File: src/core/skp_pkg.sv
// package: constants and types of the storage key protection stack
package skp_pkg;

  // ==========================================================
  // register map, byte addresses
  localparam logic [7:0] SKP_CMD_OFF    = 8'h00;
  localparam logic [7:0] SKP_ARG_A_OFF  = 8'h04;
  localparam logic [7:0] SKP_ARG_B_OFF  = 8'h08;
  localparam logic [7:0] SKP_CTRL_OFF   = 8'h0c;
  localparam logic [7:0] SKP_STAT_OFF   = 8'h10;
  localparam logic [7:0] SKP_CLR_OFF    = 8'h14;
  localparam logic [7:0] SKP_KEYS_OFF   = 8'h18;
  localparam logic [7:0] SKP_RESULT_OFF = 8'h1c;
  localparam logic [7:0] SKP_PSWC_OFF   = 8'h20;

  // ==========================================================
  // reset values and fixed codes
  localparam logic [4:0]  SKP_KEY_RST   = 5'h10;
  localparam logic [15:0] SKP_PROT_CODE = 16'h0004;
  localparam logic [2:0]  SKP_MAIN_HI   = 3'h7;
  localparam logic [3:0]  SKP_KEY_ZERO  = 4'h0;
  localparam int          SKP_DEPTH     = 256;
  localparam int          SKP_LINES     = 16;

  // ==========================================================
  // commands, sources, states
  typedef enum logic [2:0] {
    OP_ACCESS  = 3'h0,
    OP_SET_KEY = 3'h1,
    OP_INS_KEY = 3'h2,
    OP_LD_PSW  = 3'h3,
    OP_SEL_GO  = 3'h4,
    OP_MPX_GO  = 3'h5,
    OP_MPX_SEL = 3'h6,
    OP_MPX_END = 3'h7
  } skp_op_t;

  typedef enum logic [1:0] {
    SRC_CPU  = 2'h0,
    SRC_MPX  = 2'h1,
    SRC_SEL1 = 2'h2,
    SRC_SEL2 = 2'h3
  } skp_src_t;

  typedef enum logic [5:0] {
    ST_IDLE  = 6'b000001,
    ST_ADDR  = 6'b000010,
    ST_READ  = 6'b000100,
    ST_INHB  = 6'b001000,
    ST_WRITE = 6'b010000,
    ST_FIN   = 6'b100000
  } skp_state_t;

  // ==========================================================
  // carriers
  typedef struct packed {
    logic       sdata_chk;
    logic [2:0] ucw_hi;
    logic       input_cyc;
    logic       sdr_dest;
    logic       store;
    logic       main;
    skp_src_t   src;
  } skp_ctrl_t;

  typedef struct packed {
    logic [15:0] x_rd;
    logic [15:0] y_rd;
    logic [15:0] x_wr;
    logic [15:0] y_wr;
  } skp_sel_t;

  typedef struct packed {
    logic [1:0] sel_ccc;
    logic [1:0] sel_chk;
    logic       mpx_ind;
    logic [4:0] latch;
    logic       mismatch;
    logic       par_err;
    logic       mach_chk;
    logic       prot_exc;
    logic       busy;
  } skp_status_t;

  typedef struct packed {
    logic [3:0] saved;
    logic [3:0] sel2;
    logic [3:0] sel1;
    logic [3:0] active;
  } skp_keys_t;

endpackage

File: src/core/skp_key_stack.sv
// file: 256 by 5 key stack with sense strobe and inhibit
`timescale 1ns/1ps
module skp_key_stack
  import skp_pkg::*;
(
  input  wire logic       pclk,
  input  wire logic       presetn,
  input  skp_sel_t        sel,
  input  wire logic       strobe,
  input  wire logic       inhibit_gate,
  input  wire logic [4:0] wdata,
  output logic      [4:0] sense
);

  logic [4:0] mem [SKP_DEPTH];
  logic [4:0] rdata;
  logic [4:0] inhibit;
  wire  [7:0] rd_idx = {line_idx(sel.x_rd), line_idx(sel.y_rd)};
  wire  [7:0] wr_idx = {line_idx(sel.x_wr), line_idx(sel.y_wr)};

  function automatic logic [3:0] line_idx(input logic [15:0] lines);
    logic [3:0] r;
    r = 4'h0;
    for (int k = 0; k < SKP_LINES; k++) begin
      if (lines[k]) begin
        r = 4'(k);
      end
    end
    return r;
  endfunction

  // ==========================================================
  // sense and inhibit
  assign sense   = strobe ? rdata : 5'h00;
  assign inhibit = {5{inhibit_gate}} & ~wdata;     // see R4

  always_ff @(posedge pclk or negedge presetn) begin
    if (!presetn) begin
      rdata <= 5'h00;
      for (int k = 0; k < SKP_DEPTH; k++) begin
        mem[k] <= SKP_KEY_RST;
      end
    end else begin
      if (|sel.x_rd) begin
        rdata <= mem[rd_idx];
      end
      if (|sel.x_wr) begin
        mem[wr_idx] <= ~inhibit;                   // see R4
      end
    end
  end
endmodule

File: src/core/skp_stack_decode.sv
// file: x and y select decode of the key stack address
`timescale 1ns/1ps
module skp_stack_decode
  import skp_pkg::*;
(
  input  wire logic [7:0] addr,
  input  wire logic       rd,
  input  wire logic       wr,
  output skp_sel_t        sel
);

  // ==========================================================
  // one line of sixteen per half, gated by direction
  genvar i;
  generate
    for (i = 0; i < SKP_LINES; i++) begin : g_line
      wire x_hit = (addr[7:4] == 4'(i));
      wire y_hit = (addr[3:0] == 4'(i));
      assign sel.x_rd[i] = x_hit & rd;
      assign sel.y_rd[i] = y_hit & rd;
      assign sel.x_wr[i] = x_hit & wr;
      assign sel.y_wr[i] = y_hit & wr;
    end
  endgenerate

endmodule

File: src/core/skp_storage_key_protect.sv
// file: storage key protection stack control with apb registers
//
// How it works
// address nibbles pick x and y lines
// selects gated by read or write control
// sensed bits taken only under read strobe
// inhibit drives every zero bit on write
// inhibit leads and outlasts write current; here inhibit starts a cycle before the write and ends with it
// latch loaded, then written back same position
// protection acted on only when storage changes
// set key: key byte, block by address
// set key rewrites data, stores new key
// insert key crosses key into result byte
// psw load saves key, sets active key
// selector start keeps channel address key
// selector mismatch only on input cycles
// multiplexor start writes key to subchannel
// multiplexor select loads key, later restore
// exception: mismatch or parity, key nonzero
// only stores or sdr, main storage only
// cpu trap code four; io status bit
// selector check latch, interrupt, status bit
// latch key and parity, check parity
// odd parity, even means error
// machine check beats protection trap
// main access forces high address bits
// synchronous stack, read then write back
//
// The implementer's own choices: the placing of the registers and the APB interface to the registers.
`timescale 1ns/1ps
module skp_storage_key_protect
  import skp_pkg::*;
(
  input  wire logic        pclk,
  input  wire logic        presetn,
  input  wire logic        psel,
  input  wire logic        penable,
  input  wire logic        pwrite,
  input  wire logic [7:0]  paddr,
  input  wire logic [31:0] pwdata,
  output logic      [31:0] prdata,
  output logic             pready,
  output logic             pslverr,
  output logic             prot_trap,
  output logic             mach_trap,
  output logic      [1:0]  sel_irq
);

  skp_state_t  state;
  skp_state_t  next_state;
  skp_op_t     op;
  skp_ctrl_t   ctrl;
  skp_sel_t    sel;
  skp_status_t stat;
  skp_keys_t   keys;
  logic [31:0] arg_a;
  logic [31:0] arg_b;
  logic [31:0] insert_result;
  logic [15:0] old_psw_code;
  logic [7:0]  stack_addr_reg;
  logic [4:0]  key_read_latch;
  logic [4:0]  next_latch;
  logic [4:0]  sense;
  logic [3:0]  active_key_latch;
  logic [3:0]  saved_cpu_key_slot;
  logic [3:0]  selector_one_key_reg;
  logic [3:0]  selector_two_key_reg;
  logic [3:0]  mpx_temp_key;
  logic [3:0]  mpx_hold_key;
  logic [1:0]  sel_chk;
  logic [1:0]  sel_ccc;
  logic        mpx_ind;
  logic        prot_exc;
  logic        mach_chk;
  logic        last_par;
  logic        last_mism;

  function automatic logic odd_par(input logic [3:0] k);
    return ~^k;
  endfunction

  function automatic logic [3:0] chan_key(
    input skp_src_t   s,
    input logic [3:0] act,
    input logic [3:0] k1,
    input logic [3:0] k2
  );
    logic [3:0] r;
    r = act;
    case (s)
      SRC_SEL1: r = k1;
      SRC_SEL2: r = k2;
      default:  r = act;
    endcase
    return r;
  endfunction

  // ==========================================================
  // apb slave decode
  wire acc_ph   = psel & penable;
  wire wr_acc   = acc_ph & pwrite;
  wire hit_cmd  = paddr == SKP_CMD_OFF;
  wire hit_a    = paddr == SKP_ARG_A_OFF;
  wire hit_b    = paddr == SKP_ARG_B_OFF;
  wire hit_ctrl = paddr == SKP_CTRL_OFF;
  wire hit_stat = paddr == SKP_STAT_OFF;
  wire hit_clr  = paddr == SKP_CLR_OFF;
  wire hit_keys = paddr == SKP_KEYS_OFF;
  wire hit_res  = paddr == SKP_RESULT_OFF;
  wire hit_pswc = paddr == SKP_PSWC_OFF;
  wire hit_any  = hit_cmd | hit_a | hit_b | hit_ctrl | hit_stat
                | hit_clr | hit_keys | hit_res | hit_pswc;
  wire st_idle  = state == ST_IDLE;
  wire st_addr  = state == ST_ADDR;
  wire st_read  = state == ST_READ;
  wire st_inhb  = state == ST_INHB;
  wire st_write = state == ST_WRITE;
  wire st_fin   = state == ST_FIN;
  wire go       = wr_acc & hit_cmd & st_idle;
  wire arg_we   = wr_acc & st_idle;
  wire [4:0] clr_bits = (wr_acc & hit_clr) ? pwdata[4:0] : 5'h00;

  assign pready  = 1'b1;
  assign pslverr = acc_ph & ~hit_any;

  assign stat = '{sel_ccc: sel_ccc, sel_chk: sel_chk,
                  mpx_ind: mpx_ind, latch: key_read_latch,
                  mismatch: last_mism, par_err: last_par,
                  mach_chk: mach_chk, prot_exc: prot_exc,
                  busy: ~st_idle};
  assign keys = '{saved: saved_cpu_key_slot,
                  sel2: selector_two_key_reg,
                  sel1: selector_one_key_reg,
                  active: active_key_latch};

  wire [31:0] rd_mux = hit_a    ? arg_a :
                  hit_b    ? arg_b :
                  hit_ctrl ? 32'(ctrl) :
                  hit_stat ? 32'(stat) :
                  hit_keys ? 32'(keys) :
                  hit_res  ? insert_result :
                  hit_pswc ? {16'h0000, old_psw_code} :
                  32'h0000_0000;

  // ==========================================================
  // sequencer
  wire new_op_stack = (skp_op_t'(pwdata[2:0]) != OP_LD_PSW)
                    & (skp_op_t'(pwdata[2:0]) != OP_SEL_GO)
                    & (skp_op_t'(pwdata[2:0]) != OP_MPX_END);

  always_comb begin
    next_state = state;
    case (state)
      ST_IDLE:  next_state = go ? (new_op_stack ? ST_ADDR : ST_FIN)
                                : ST_IDLE;
      ST_ADDR:  next_state = ST_READ;
      ST_READ:  next_state = ST_INHB;
      ST_INHB:  next_state = ST_WRITE;
      ST_WRITE: next_state = ST_FIN;
      ST_FIN:   next_state = ST_IDLE;
      default:  next_state = ST_IDLE;
    endcase
  end

  // ==========================================================
  // stack address and key latch
  wire main_op = (skp_op_t'(pwdata[2:0]) == OP_SET_KEY)
               | (skp_op_t'(pwdata[2:0]) == OP_INS_KEY)
               | ((skp_op_t'(pwdata[2:0]) == OP_ACCESS) & ctrl.main);
  wire [7:0] next_sa =
    main_op ? {SKP_MAIN_HI, arg_a[15:11]} :           // see R23
    (skp_op_t'(pwdata[2:0]) == OP_MPX_GO)  ? arg_b[7:0] :
    (skp_op_t'(pwdata[2:0]) == OP_MPX_SEL) ? arg_a[7:0] :
    {ctrl.ucw_hi, arg_a[4:0]};
  wire [3:0] new_key = arg_b[7:4];

  always_comb begin
    next_latch = sense;
    case (op)
      OP_SET_KEY: next_latch = {odd_par(new_key), new_key};
      OP_MPX_GO:  next_latch = {odd_par(mpx_temp_key),
                                mpx_temp_key};
      default:    next_latch = sense;
    endcase
  end

  skp_stack_decode u_decode (
    .addr (stack_addr_reg),
    .rd   (st_addr),
    .wr   (st_write),
    .sel  (sel)
  );

  skp_key_stack u_stack (
    .pclk         (pclk),
    .presetn      (presetn),
    .sel          (sel),
    .strobe       (st_read),
    .inhibit_gate (st_inhb | st_write),
    .wdata        (key_read_latch),
    .sense        (sense)
  );

  // ==========================================================
  // protection checks
  wire [3:0] cur_key = chan_key(ctrl.src, active_key_latch,
                                selector_one_key_reg,
                                selector_two_key_reg);
  wire is_sel   = ctrl.src == SRC_SEL1 || ctrl.src == SRC_SEL2;
  wire par_err  = ~^key_read_latch;
  wire mismatch = cur_key != key_read_latch[3:0];
  wire key_nz   = cur_key != SKP_KEY_ZERO;
  wire checked  = st_write & (op == OP_ACCESS) & ctrl.main;
  wire allow    = is_sel ? ctrl.input_cyc
                         : (ctrl.store | ctrl.sdr_dest);
  wire exc      = checked & (mismatch | par_err) & key_nz
                & allow;
  wire mchk     = checked & ~is_sel
                & ((par_err & key_nz & allow) | ctrl.sdata_chk);
  wire cchk     = checked & is_sel & par_err & key_nz & allow;
  wire cpu_trap = exc & (ctrl.src == SRC_CPU) & ~mchk;
  wire [1:0] sel_set = {2{exc & is_sel}}
                     & {ctrl.src == SRC_SEL2, ctrl.src == SRC_SEL1};
  wire [1:0] ccc_set = {2{cchk}}
                     & {ctrl.src == SRC_SEL2, ctrl.src == SRC_SEL1};

  assign sel_irq = sel_chk | sel_ccc;

  // ==========================================================
  // registers
  always_ff @(posedge pclk or negedge presetn) begin
    if (!presetn) begin
      state <= ST_IDLE;
      op    <= OP_ACCESS;
    end else begin
      state <= next_state;
      if (go) begin
        op <= skp_op_t'(pwdata[2:0]);
      end
    end
  end

  // read data launched at the end of the setup phase
  always_ff @(posedge pclk or negedge presetn) begin
    if (!presetn) begin
      prdata <= 32'h0000_0000;
    end else if (psel & ~penable & ~pwrite) begin
      prdata <= rd_mux;
    end else begin
      prdata <= 32'h0000_0000;
    end
  end

  always_ff @(posedge pclk or negedge presetn) begin
    if (!presetn) begin
      arg_a <= 32'h0000_0000;
      arg_b <= 32'h0000_0000;
      ctrl  <= '0;
    end else begin
      if (arg_we & hit_a) begin
        arg_a <= pwdata;
      end
      if (arg_we & hit_b) begin
        arg_b <= pwdata;
      end
      if (arg_we & hit_ctrl) begin
        ctrl <= skp_ctrl_t'(pwdata[9:0]);
      end
    end
  end

  always_ff @(posedge pclk or negedge presetn) begin
    if (!presetn) begin
      stack_addr_reg <= 8'h00;
      key_read_latch <= SKP_KEY_RST;
      mpx_temp_key   <= 4'h0;
      mpx_hold_key   <= 4'h0;
      insert_result  <= 32'h0000_0000;
    end else begin
      if (go) begin
        stack_addr_reg <= next_sa;
        mpx_temp_key   <= arg_a[31:28];
      end
      if (st_read) begin
        key_read_latch <= next_latch;                   // see R6
      end
      if (st_write && op == OP_MPX_SEL) begin
        mpx_hold_key <= key_read_latch[3:0];
      end
      if (st_write && op == OP_INS_KEY) begin
        insert_result <= {arg_b[31:8], key_read_latch[3:0],
                          4'h0};
      end
    end
  end

  always_ff @(posedge pclk or negedge presetn) begin
    if (!presetn) begin
      active_key_latch     <= 4'h0;
      saved_cpu_key_slot   <= 4'h0;
      selector_one_key_reg <= 4'h0;
      selector_two_key_reg <= 4'h0;
    end else if (st_fin) begin
      case (op)
        OP_LD_PSW: begin
          saved_cpu_key_slot <= arg_a[23:20];
          active_key_latch   <= arg_a[23:20];
        end
        OP_SEL_GO: begin
          if (ctrl.src == SRC_SEL2) begin
            selector_two_key_reg <= arg_a[31:28];
          end else begin
            selector_one_key_reg <= arg_a[31:28];
          end
        end
        OP_MPX_SEL: active_key_latch <= mpx_hold_key;
        OP_MPX_END: active_key_latch <= saved_cpu_key_slot;
        default:    active_key_latch <= active_key_latch;
      endcase
    end
  end

  always_ff @(posedge pclk or negedge presetn) begin
    if (!presetn) begin
      prot_exc     <= 1'b0;
      mach_chk     <= 1'b0;
      last_par     <= 1'b0;
      last_mism    <= 1'b0;
      prot_trap    <= 1'b0;
      mach_trap    <= 1'b0;
      old_psw_code <= 16'h0000;
      sel_chk      <= 2'b00;
      sel_ccc      <= 2'b00;
      mpx_ind      <= 1'b0;
    end else begin
      prot_trap <= cpu_trap;
      mach_trap <= mchk;
      if (go) begin
        prot_exc  <= 1'b0;
        mach_chk  <= 1'b0;
        last_par  <= 1'b0;
        last_mism <= 1'b0;
      end else if (checked) begin
        prot_exc  <= exc;
        mach_chk  <= mchk;
        last_par  <= par_err;
        last_mism <= mismatch;
      end
      if (cpu_trap) begin
        old_psw_code <= SKP_PROT_CODE;
      end
      sel_chk <= sel_set | (sel_chk & ~clr_bits[1:0]);
      sel_ccc <= ccc_set | (sel_ccc & ~clr_bits[3:2]);
      mpx_ind <= (exc & (ctrl.src == SRC_MPX))
               | (mpx_ind & ~clr_bits[4]);
    end
  end
endmodule

File: config.mk
export PLATFORM = sky130hd
export DESIGN_NAME = skp_storage_key_protect
export DESIGN_NICKNAME = d
export VERILOG_FILES = /design/src/core/skp_pkg.sv /design/src/core/skp_key_stack.sv /design/src/core/skp_stack_decode.sv /design/src/core/skp_storage_key_protect.sv
export SDC_FILE = /design/constraint.sdc
export NUM_CORES = 2
export LEC_CHECK = 0
export BUFFER_PORTS_ARGS = -buffer_cell sky130_fd_sc_hd__buf_2
export CAP_MARGIN = 5
export CORE_MARGIN = 2
export CORE_UTILIZATION = 62
export DETAILED_ROUTE_END_ITERATION = 8
export PLACE_DENSITY = 0.78
export REMOVE_ABC_BUFFERS = 1
export SLEW_MARGIN = 20
export SYNTH_ARGS = -nofsm -noshare
export SYNTH_HDL_FRONTEND = slang
export SYNTH_SLANG_ARGS = --single-unit
File: constraint.sdc
create_clock -name pclk -period 7.25 [get_ports pclk]
set_input_delay 1.45 -clock pclk [delete_from_list [all_inputs] [get_ports pclk]]
set_output_delay 1.45 -clock pclk [all_outputs]
set_load 0.005 [all_outputs]
# ---- After elaboration in Yosys (flattened, before gate mapping)
# Cells that the tools add are included.
dict set report totals {
  out_inout_bits 38
  ramBits 0
  latch_bits 0
  mem_count 0
  word_cells 599
  input_bits 45
  reg_bits 1477
  romBits 0
}
dict set report classes {
  eq_ne 62
  n_reduce_logical 21
  n_mul 0
  div_mod_pow 0
  shift 0
  bitwise_logic 132
  addsub 0
  mux 93
  order_cmp 3
}
# operator count
set op_table {}
lappend op_table {{$bwmux 1280} 1}
lappend op_table {{$mux 32} 7}
lappend op_table {{$mux 4} 38}
lappend op_table {{$and 1x1->1} 95}
lappend op_table {{$eq 4x4->1 const B} 16}
lappend op_table {{$bmux 5 s8} 1}
lappend op_table {{$demux 5 s8} 1}
lappend op_table {{$mux 3} 13}
lappend op_table {{$eq 4x3->1 const B} 8}
lappend op_table {{$eq 8x5->1 const B} 4}
lappend op_table {{$reduce_or 16->1} 2}
lappend op_table {{$pmux 6 s5} 1}
lappend op_table {{$mux 8} 3}
lappend op_table {{$mux 5} 4}
lappend op_table {{$eq 3x3->1 const B} 6}
lappend op_table {{$ge 9x9->1 const B} 2}
lappend op_table {{$not 8->9} 2}
lappend op_table {{$eq 4x2->1 const B} 4}
lappend op_table {{$eq 8x4->1 const B} 2}
lappend op_table {{$or 1x1->1} 15}
lappend op_table {{$mux 1} 13}
lappend op_table {{$mux 2} 6}
lappend op_table {{$mux 6} 2}
lappend op_table {{$pmux 4 s3} 1}
lappend op_table {{38 further kinds} 64}

# ---- Longest topological paths before layout
dict set report depth {
  depth_word 23
  depth_mapped 13
  ltp_nobuf 9
}

# ---- Cells and area by module
# A second synthesis with hierarchy kept.
dict set report unflattened {
  cells_unflattened 6870
  area_unflattened_um2 70502.6
}
# mod n_inst area_each_um2 cells_each seq_area_each_um2
set modules_own_cells {}
lappend modules_own_cells {skp_key_stack 1 61113.6 6019 32476.1}
lappend modules_own_cells {skp_storage_key_protect 1 8904.8 754 4807.1}
lappend modules_own_cells {skp_stack_decode 1 484.2 97 0.0}

# ---- Least setup slack after synthesis
# OpenSTA, ideal clock, no wires.
dict set report synth_timing {
  path_type {input-to-output}
  startpoint {input port paddr[7]}
  endpoint {output port pslverr}
  setup_slack_ps 3080
  required_time_ps 5800
  stages 6
  path_buffers 2
  arrival_ps 2720
  path_cell_list {nor4b_1 and3_1 clkbuf_1 clkbuf_1 nand4b_1 a21oi_1}
}
dict set report synth_via {
  elab_chain_cells 11
  word_cells_on_any_way 19
  classes_between {8 x eq/ne; 10 x bitwise; 1 x reduce/logical}
}
# element line
set synth_lines {}
lappend synth_lines {{start: declaration} skp_storage_key_protect.sv:39} ;# input wire logic [7:0] paddr,
lappend synth_lines {{$eq 8x3->1 / $logic_not 8->1 (equally long branches)} {skp_storage_key_protect.sv:103, skp_storage_key_protect.sv:102}}
lappend synth_lines {{$or 1x1->1 (4 in a row)} skp_storage_key_protect.sv:111} ;# wire hit_any = hit_cmd | hit_a | hit_b | hit_ctrl | hit_stat
lappend synth_lines {{$or 1x1->1 (3 in a row)} skp_storage_key_protect.sv:112} ;# | hit_clr | hit_keys | hit_res | hit_pswc;
lappend synth_lines {{$or 1x1->1 *} skp_storage_key_protect.sv:112}
lappend synth_lines {{$not 1->1 *} skp_storage_key_protect.sv:124} ;# assign pslverr = acc_ph & ~hit_any;
lappend synth_lines {{$and 1x1->1 *} skp_storage_key_protect.sv:124}
lappend synth_lines {{end: declaration} skp_storage_key_protect.sv:43} ;# output logic pslverr,
# Mark *: on every way between the ends. The rest lies on a longest branch, timed or not.

# ---- Worst setup path after layout
dict set report layout_timing {
  startpoint {register state[1]}
  endpoint {register u_stack.rdata[3]}
}
dict set report layout_via {
  elab_chain_cells 21
  word_cells_on_any_way 67
  classes_between {1 x eq/ne; 33 x mux; 32 x bitwise; 1 x reduce/logical}
}
# element line
set layout_lines {}
lappend layout_lines {{start: declaration} skp_storage_key_protect.sv:49} ;# skp_state_t state;
lappend layout_lines {{start signal: assignment} skp_storage_key_protect.sv:236} ;# state <= next_state;
lappend layout_lines {{$eq 6x2->1 *} skp_storage_key_protect.sv:114} ;# wire st_addr = state == ST_ADDR;
lappend layout_lines {{$and 1x1->1, on equally long branches} {skp_stack_decode.sv:20, skp_stack_decode.sv:19}}
lappend layout_lines {{$mux 1} skp_key_stack.sv:25} ;# if (lines[k]) begin
lappend layout_lines {{$mux 2 / $mux 4 (equally long branches) (2 in a row)} skp_key_stack.sv:25}
lappend layout_lines {{$mux 3 / $mux 4 (equally long branches) (4 in a row)} skp_key_stack.sv:25}
lappend layout_lines {{$mux 4 (8 in a row)} skp_key_stack.sv:25}
lappend layout_lines {{$not 8->9 (implied by the code)} skp_key_stack.sv:45} ;# rdata <= mem[rd_idx];
lappend layout_lines {{$bmux 5 s8} skp_key_stack.sv:45}
lappend layout_lines {{$mux 5 (implied by the code) (2 in a row)} skp_key_stack.sv:45}
lappend layout_lines {{end signal: assignment} skp_key_stack.sv:45}
lappend layout_lines {{end: declaration} skp_key_stack.sv:16} ;# logic [4:0] rdata;
# Mark *: on every way between the ends. The rest lies on a longest branch, timed or not. The select of a mux whose other input is x is not followed.
# A chain may end at the register's enable or synchronous reset.

==> out/qor.csv <==
metric,value,unit
Worst setup EP type,flip-flop,
P_leak,32.0,nW
number of placement rows,120,
Final setup viols,0,
Slew Limit Fails,0,
commonest register cell after synthesis,dfrtp_1,
Mapped Cells,6859,
synth-to-layout area growth,9.60,%
Worst Path Required,7970,ps
Clock Latency Late Sink,780,ps
aggregate global routing overflow,0,
number of synthesized register bits,1477,
vias,56067,
"EDFF count, synth",0,
Pwr Total,16.4,mW
post-synth cell types,87,
P_sw,3.52,mW
adder-cell share of the synthesized area,0,%
clock share of power,48.3,%
largest net degree at the start of global routing,192,
CTS tree,done,
Biggest register,u_stack.mem,
endpoints failing hold,0,
"IR drop worst, VDD",235,uV
die area,111000,um^2
Hold Crit Depth,2,
initial antenna violation count,10,
vias in the first global route,53815,
Worst Setup Path Type,flip-flop to flip-flop,
Int Power,12.9,mW
routed vias/inst,6.77,
Largest register FFs,1280,
CTS Buffer Depth,3,
crit path time final,6190,ps
Post-Synth Simple-Gate Area,15.2,%
max_cap viols,0,
DRT Pass-1 Iters,9,
postcts setup bufs,0,
Yosys warnings,0,
cell taking the most area after synthesis,dfrtp_1,
"top cells by area, synth","dfrtp_1 45%, dfstp_2 10%, a21oi_1 6.6%, nand2_1 5.7%, nor2_1 4.9%",
multiplexer area fraction after synthesis,7.76,%
antenna-violating nets left,0,
PortBufs,81,
Synth Cell Area,67200,um^2
die height,333,um
DRC errors left,0,
final setup skew,39.5,ps
R2R setup slack,1060,ps
reg2reg start,state[1],
GPL Wtd Cong,1.03,
HP Start,u_stack.mem[249],
combinational family with the most area after synthesis,compound AO/OA/AOI/OAI gates,
HPWL after DPL,136,mm
H-tree depth,4,
First DRT Iteration DRCs,7791,
Yosys top cell area share,45.4,%
CP max stage delay,1120,ps
worst-path fanout max,17,
first-pass GRT wire length,337,mm
CTS-repair resized insts,0,
combinational power share,1.4,%
total core area,107000,um^2
CTS Buf Count,152,
crit start category,flip-flop,
GRT Total Usage,40.0,%
share of cells above drive strength 1,17.0,%
CTS Root Cell,clkbuf_16,
XOR/XNOR Fraction of Synth Area,0.182,%
critical-path cell list,nor2b_1 > nand2_1 > inv_1 > nand3_1 > nor2_1 > a21boi_0 > a311oi_1 > a31oi_1 > o31a_1,
Layout Nets,6792,
hold endpoint,u_stack.mem[249],
Initial Utilization,62.6,%
Avg WL per Cell,27.0,um
clock slew at reported path FFs,70,ps
complex-gate fraction of the synthesized area,18.1,%
worst hold-check path type,flip-flop to flip-flop,
Worst-Margin Slew,1360,ps
outcome,"finished, final reports clean",
clk sinks,1477,
ys async rst share,100,%
Switching Fraction,21.4,%
Peak Freq,162,MHz
Rel. slew slack,8.60,%
critical register-to-register path endpoint,u_stack.rdata[3],
DIE WIDTH,333,um
reg2reg path depth,9,
CP max-delay cell,a21boi_0,
Routed WL,224,mm
crit path DAT,6910,ps
Syn Area/Cell,9.80,um^2
final core utilization,68.6,%
Final Cycle Share,85.4,%
post-synthesis sequential area ratio,55.5,%
RSZ-0062 raised after global routing,false,
io pins,83,
CTS Hold Buffers Added,0,
power per cell area,223,nW/um^2
Flop pwr share,50.3,%
## worst max-delay path, delay by kind of cell, from the launching register on
kind            cells  cell delay, ps
simple gates        4            3100
compound gates      4            1660
buf+inv             1             720
flops               1             640
## cell type report
cell class / count / area [um^2]
diodes: 4 / 10.0
clock buffers: 247 / 4690
clock inverters: 32 / 375
fillers: 7893 / 33700
inverters: 8 / 32.5
multi-input cells: 4909 / 28000
flip-flops and latches: 1477 / 37300
well taps: 1403 / 1760
repair buffers: 199 / 1540
## per-stage QoR
stage | setup WS (ps) | hold slack, ps | cells | setup TNS, ps | instance area, um^2
2_1_floorplan | -3570 | 434 | 6394 | -3024130 | 65100
3_5_place_dp | 1890 | 455 | 7996 | 0 | 68600
6_report | 1060 | 465 | 8279 | 0 | 73700
3_3_place_gp | 1820 | 450 | 7996 | 0 | 68600
5_1_grt | 1360 | 482 | 8275 | 0 | 73600
4_1_cts | 1840 | 464 | 8275 | 0 | 73600
## per-layer routing
layer  vias up  GRT usage (%)  wire length (um)
met5         -          0.478               110
met4         8           22.7             14600
met3       889           13.6             29100
met2      3825           57.4             96000
met1     27329           53.1             83700
li1      24016              -                 -
## how the worst max path moves through the flow
stage                        endpoint  slack (ps)               from
floorplan           u_stack.mem[1200]       -3570  stack_addr_reg[0]
global placement     u_stack.rdata[3]        1820           state[1]
detailed placement   u_stack.rdata[3]        1890           state[1]
CTS                  u_stack.rdata[3]        1840           state[1]
global route         u_stack.rdata[3]        1360           state[1]
finish               u_stack.rdata[3]        1060           state[1]
## power groups by stage
stage | Sequential, mW | Combinational (mW) | Clock (mW)
after floorplan | 8.41 | 0.0261 | 0
after CTS | 8.27 | 0.243 | 7.94
after global routing | 8.26 | 0.271 | 8.30
after global placement | 8.41 | 0.238 | 0
after detailed placement | 8.41 | 0.242 | 0
final | 8.27 | 0.237 | 7.94
## cell usage in the layout (no fill, tap or decap), drive strengths merged, types with 56 or more instances in the layout
cell and count:
mux2i 180, a32oi 56, o21ai 653, nor2 992
a21oi 887, buf 199, clkbuf 247, o221ai 111
dfrtp 1219, a211oi 74, dfstp 258, nand3 129
mux2 277, nand2 1033
## synthesized netlist by cell type (11+ instances only)
| cell | count |
|---|---|
| a211oi_1 | 74 |
| a21oi_1 | 887 |
| a221oi_1 | 25 |
| a222oi_1 | 22 |
| a22o_1 | 11 |
| a22oi_1 | 29 |
| a311oi_1 | 13 |
| a31oi_1 | 42 |
| a32oi_1 | 56 |
| and3_1 | 55 |
| buf_1 | 34 |
| buf_2 | 161 |
| buf_4 | 14 |
| buf_6 | 12 |
| clkbuf_1 | 242 |
| dfrtp_1 | 1219 |
| dfstp_2 | 258 |
| mux2_2 | 276 |
| mux2i_1 | 180 |
| mux4_2 | 13 |
| nand2_1 | 1025 |
| nand2b_1 | 11 |
| nand3_1 | 129 |
| nor2_1 | 876 |
| nor2_2 | 65 |
| nor2_4 | 39 |
| nor2_8 | 12 |
| nor2b_1 | 12 |
| nor3_1 | 21 |
| o211ai_1 | 44 |
| o21ai_0 | 628 |
| o21ai_1 | 25 |
| o221ai_1 | 111 |
| o22ai_1 | 11 |
| o311a_1 | 16 |
| o311ai_0 | 15 |
| o31ai_1 | 16 |
| xnor2_1 | 13 |
## kinds of logic (layout without fill, tap and decap cells)
logic type                Yosys count  after routing
and+or+nand+nor                  2343           2343
AOI/OAI and AO/OA                2081           2081
DFF                              1477           1477
buffers and inverters             473            486
muxes                             470            470
xor gates and xnor gates           14             14
other                               1              5
No activity file was read; power rests on OpenSTA's default activity.
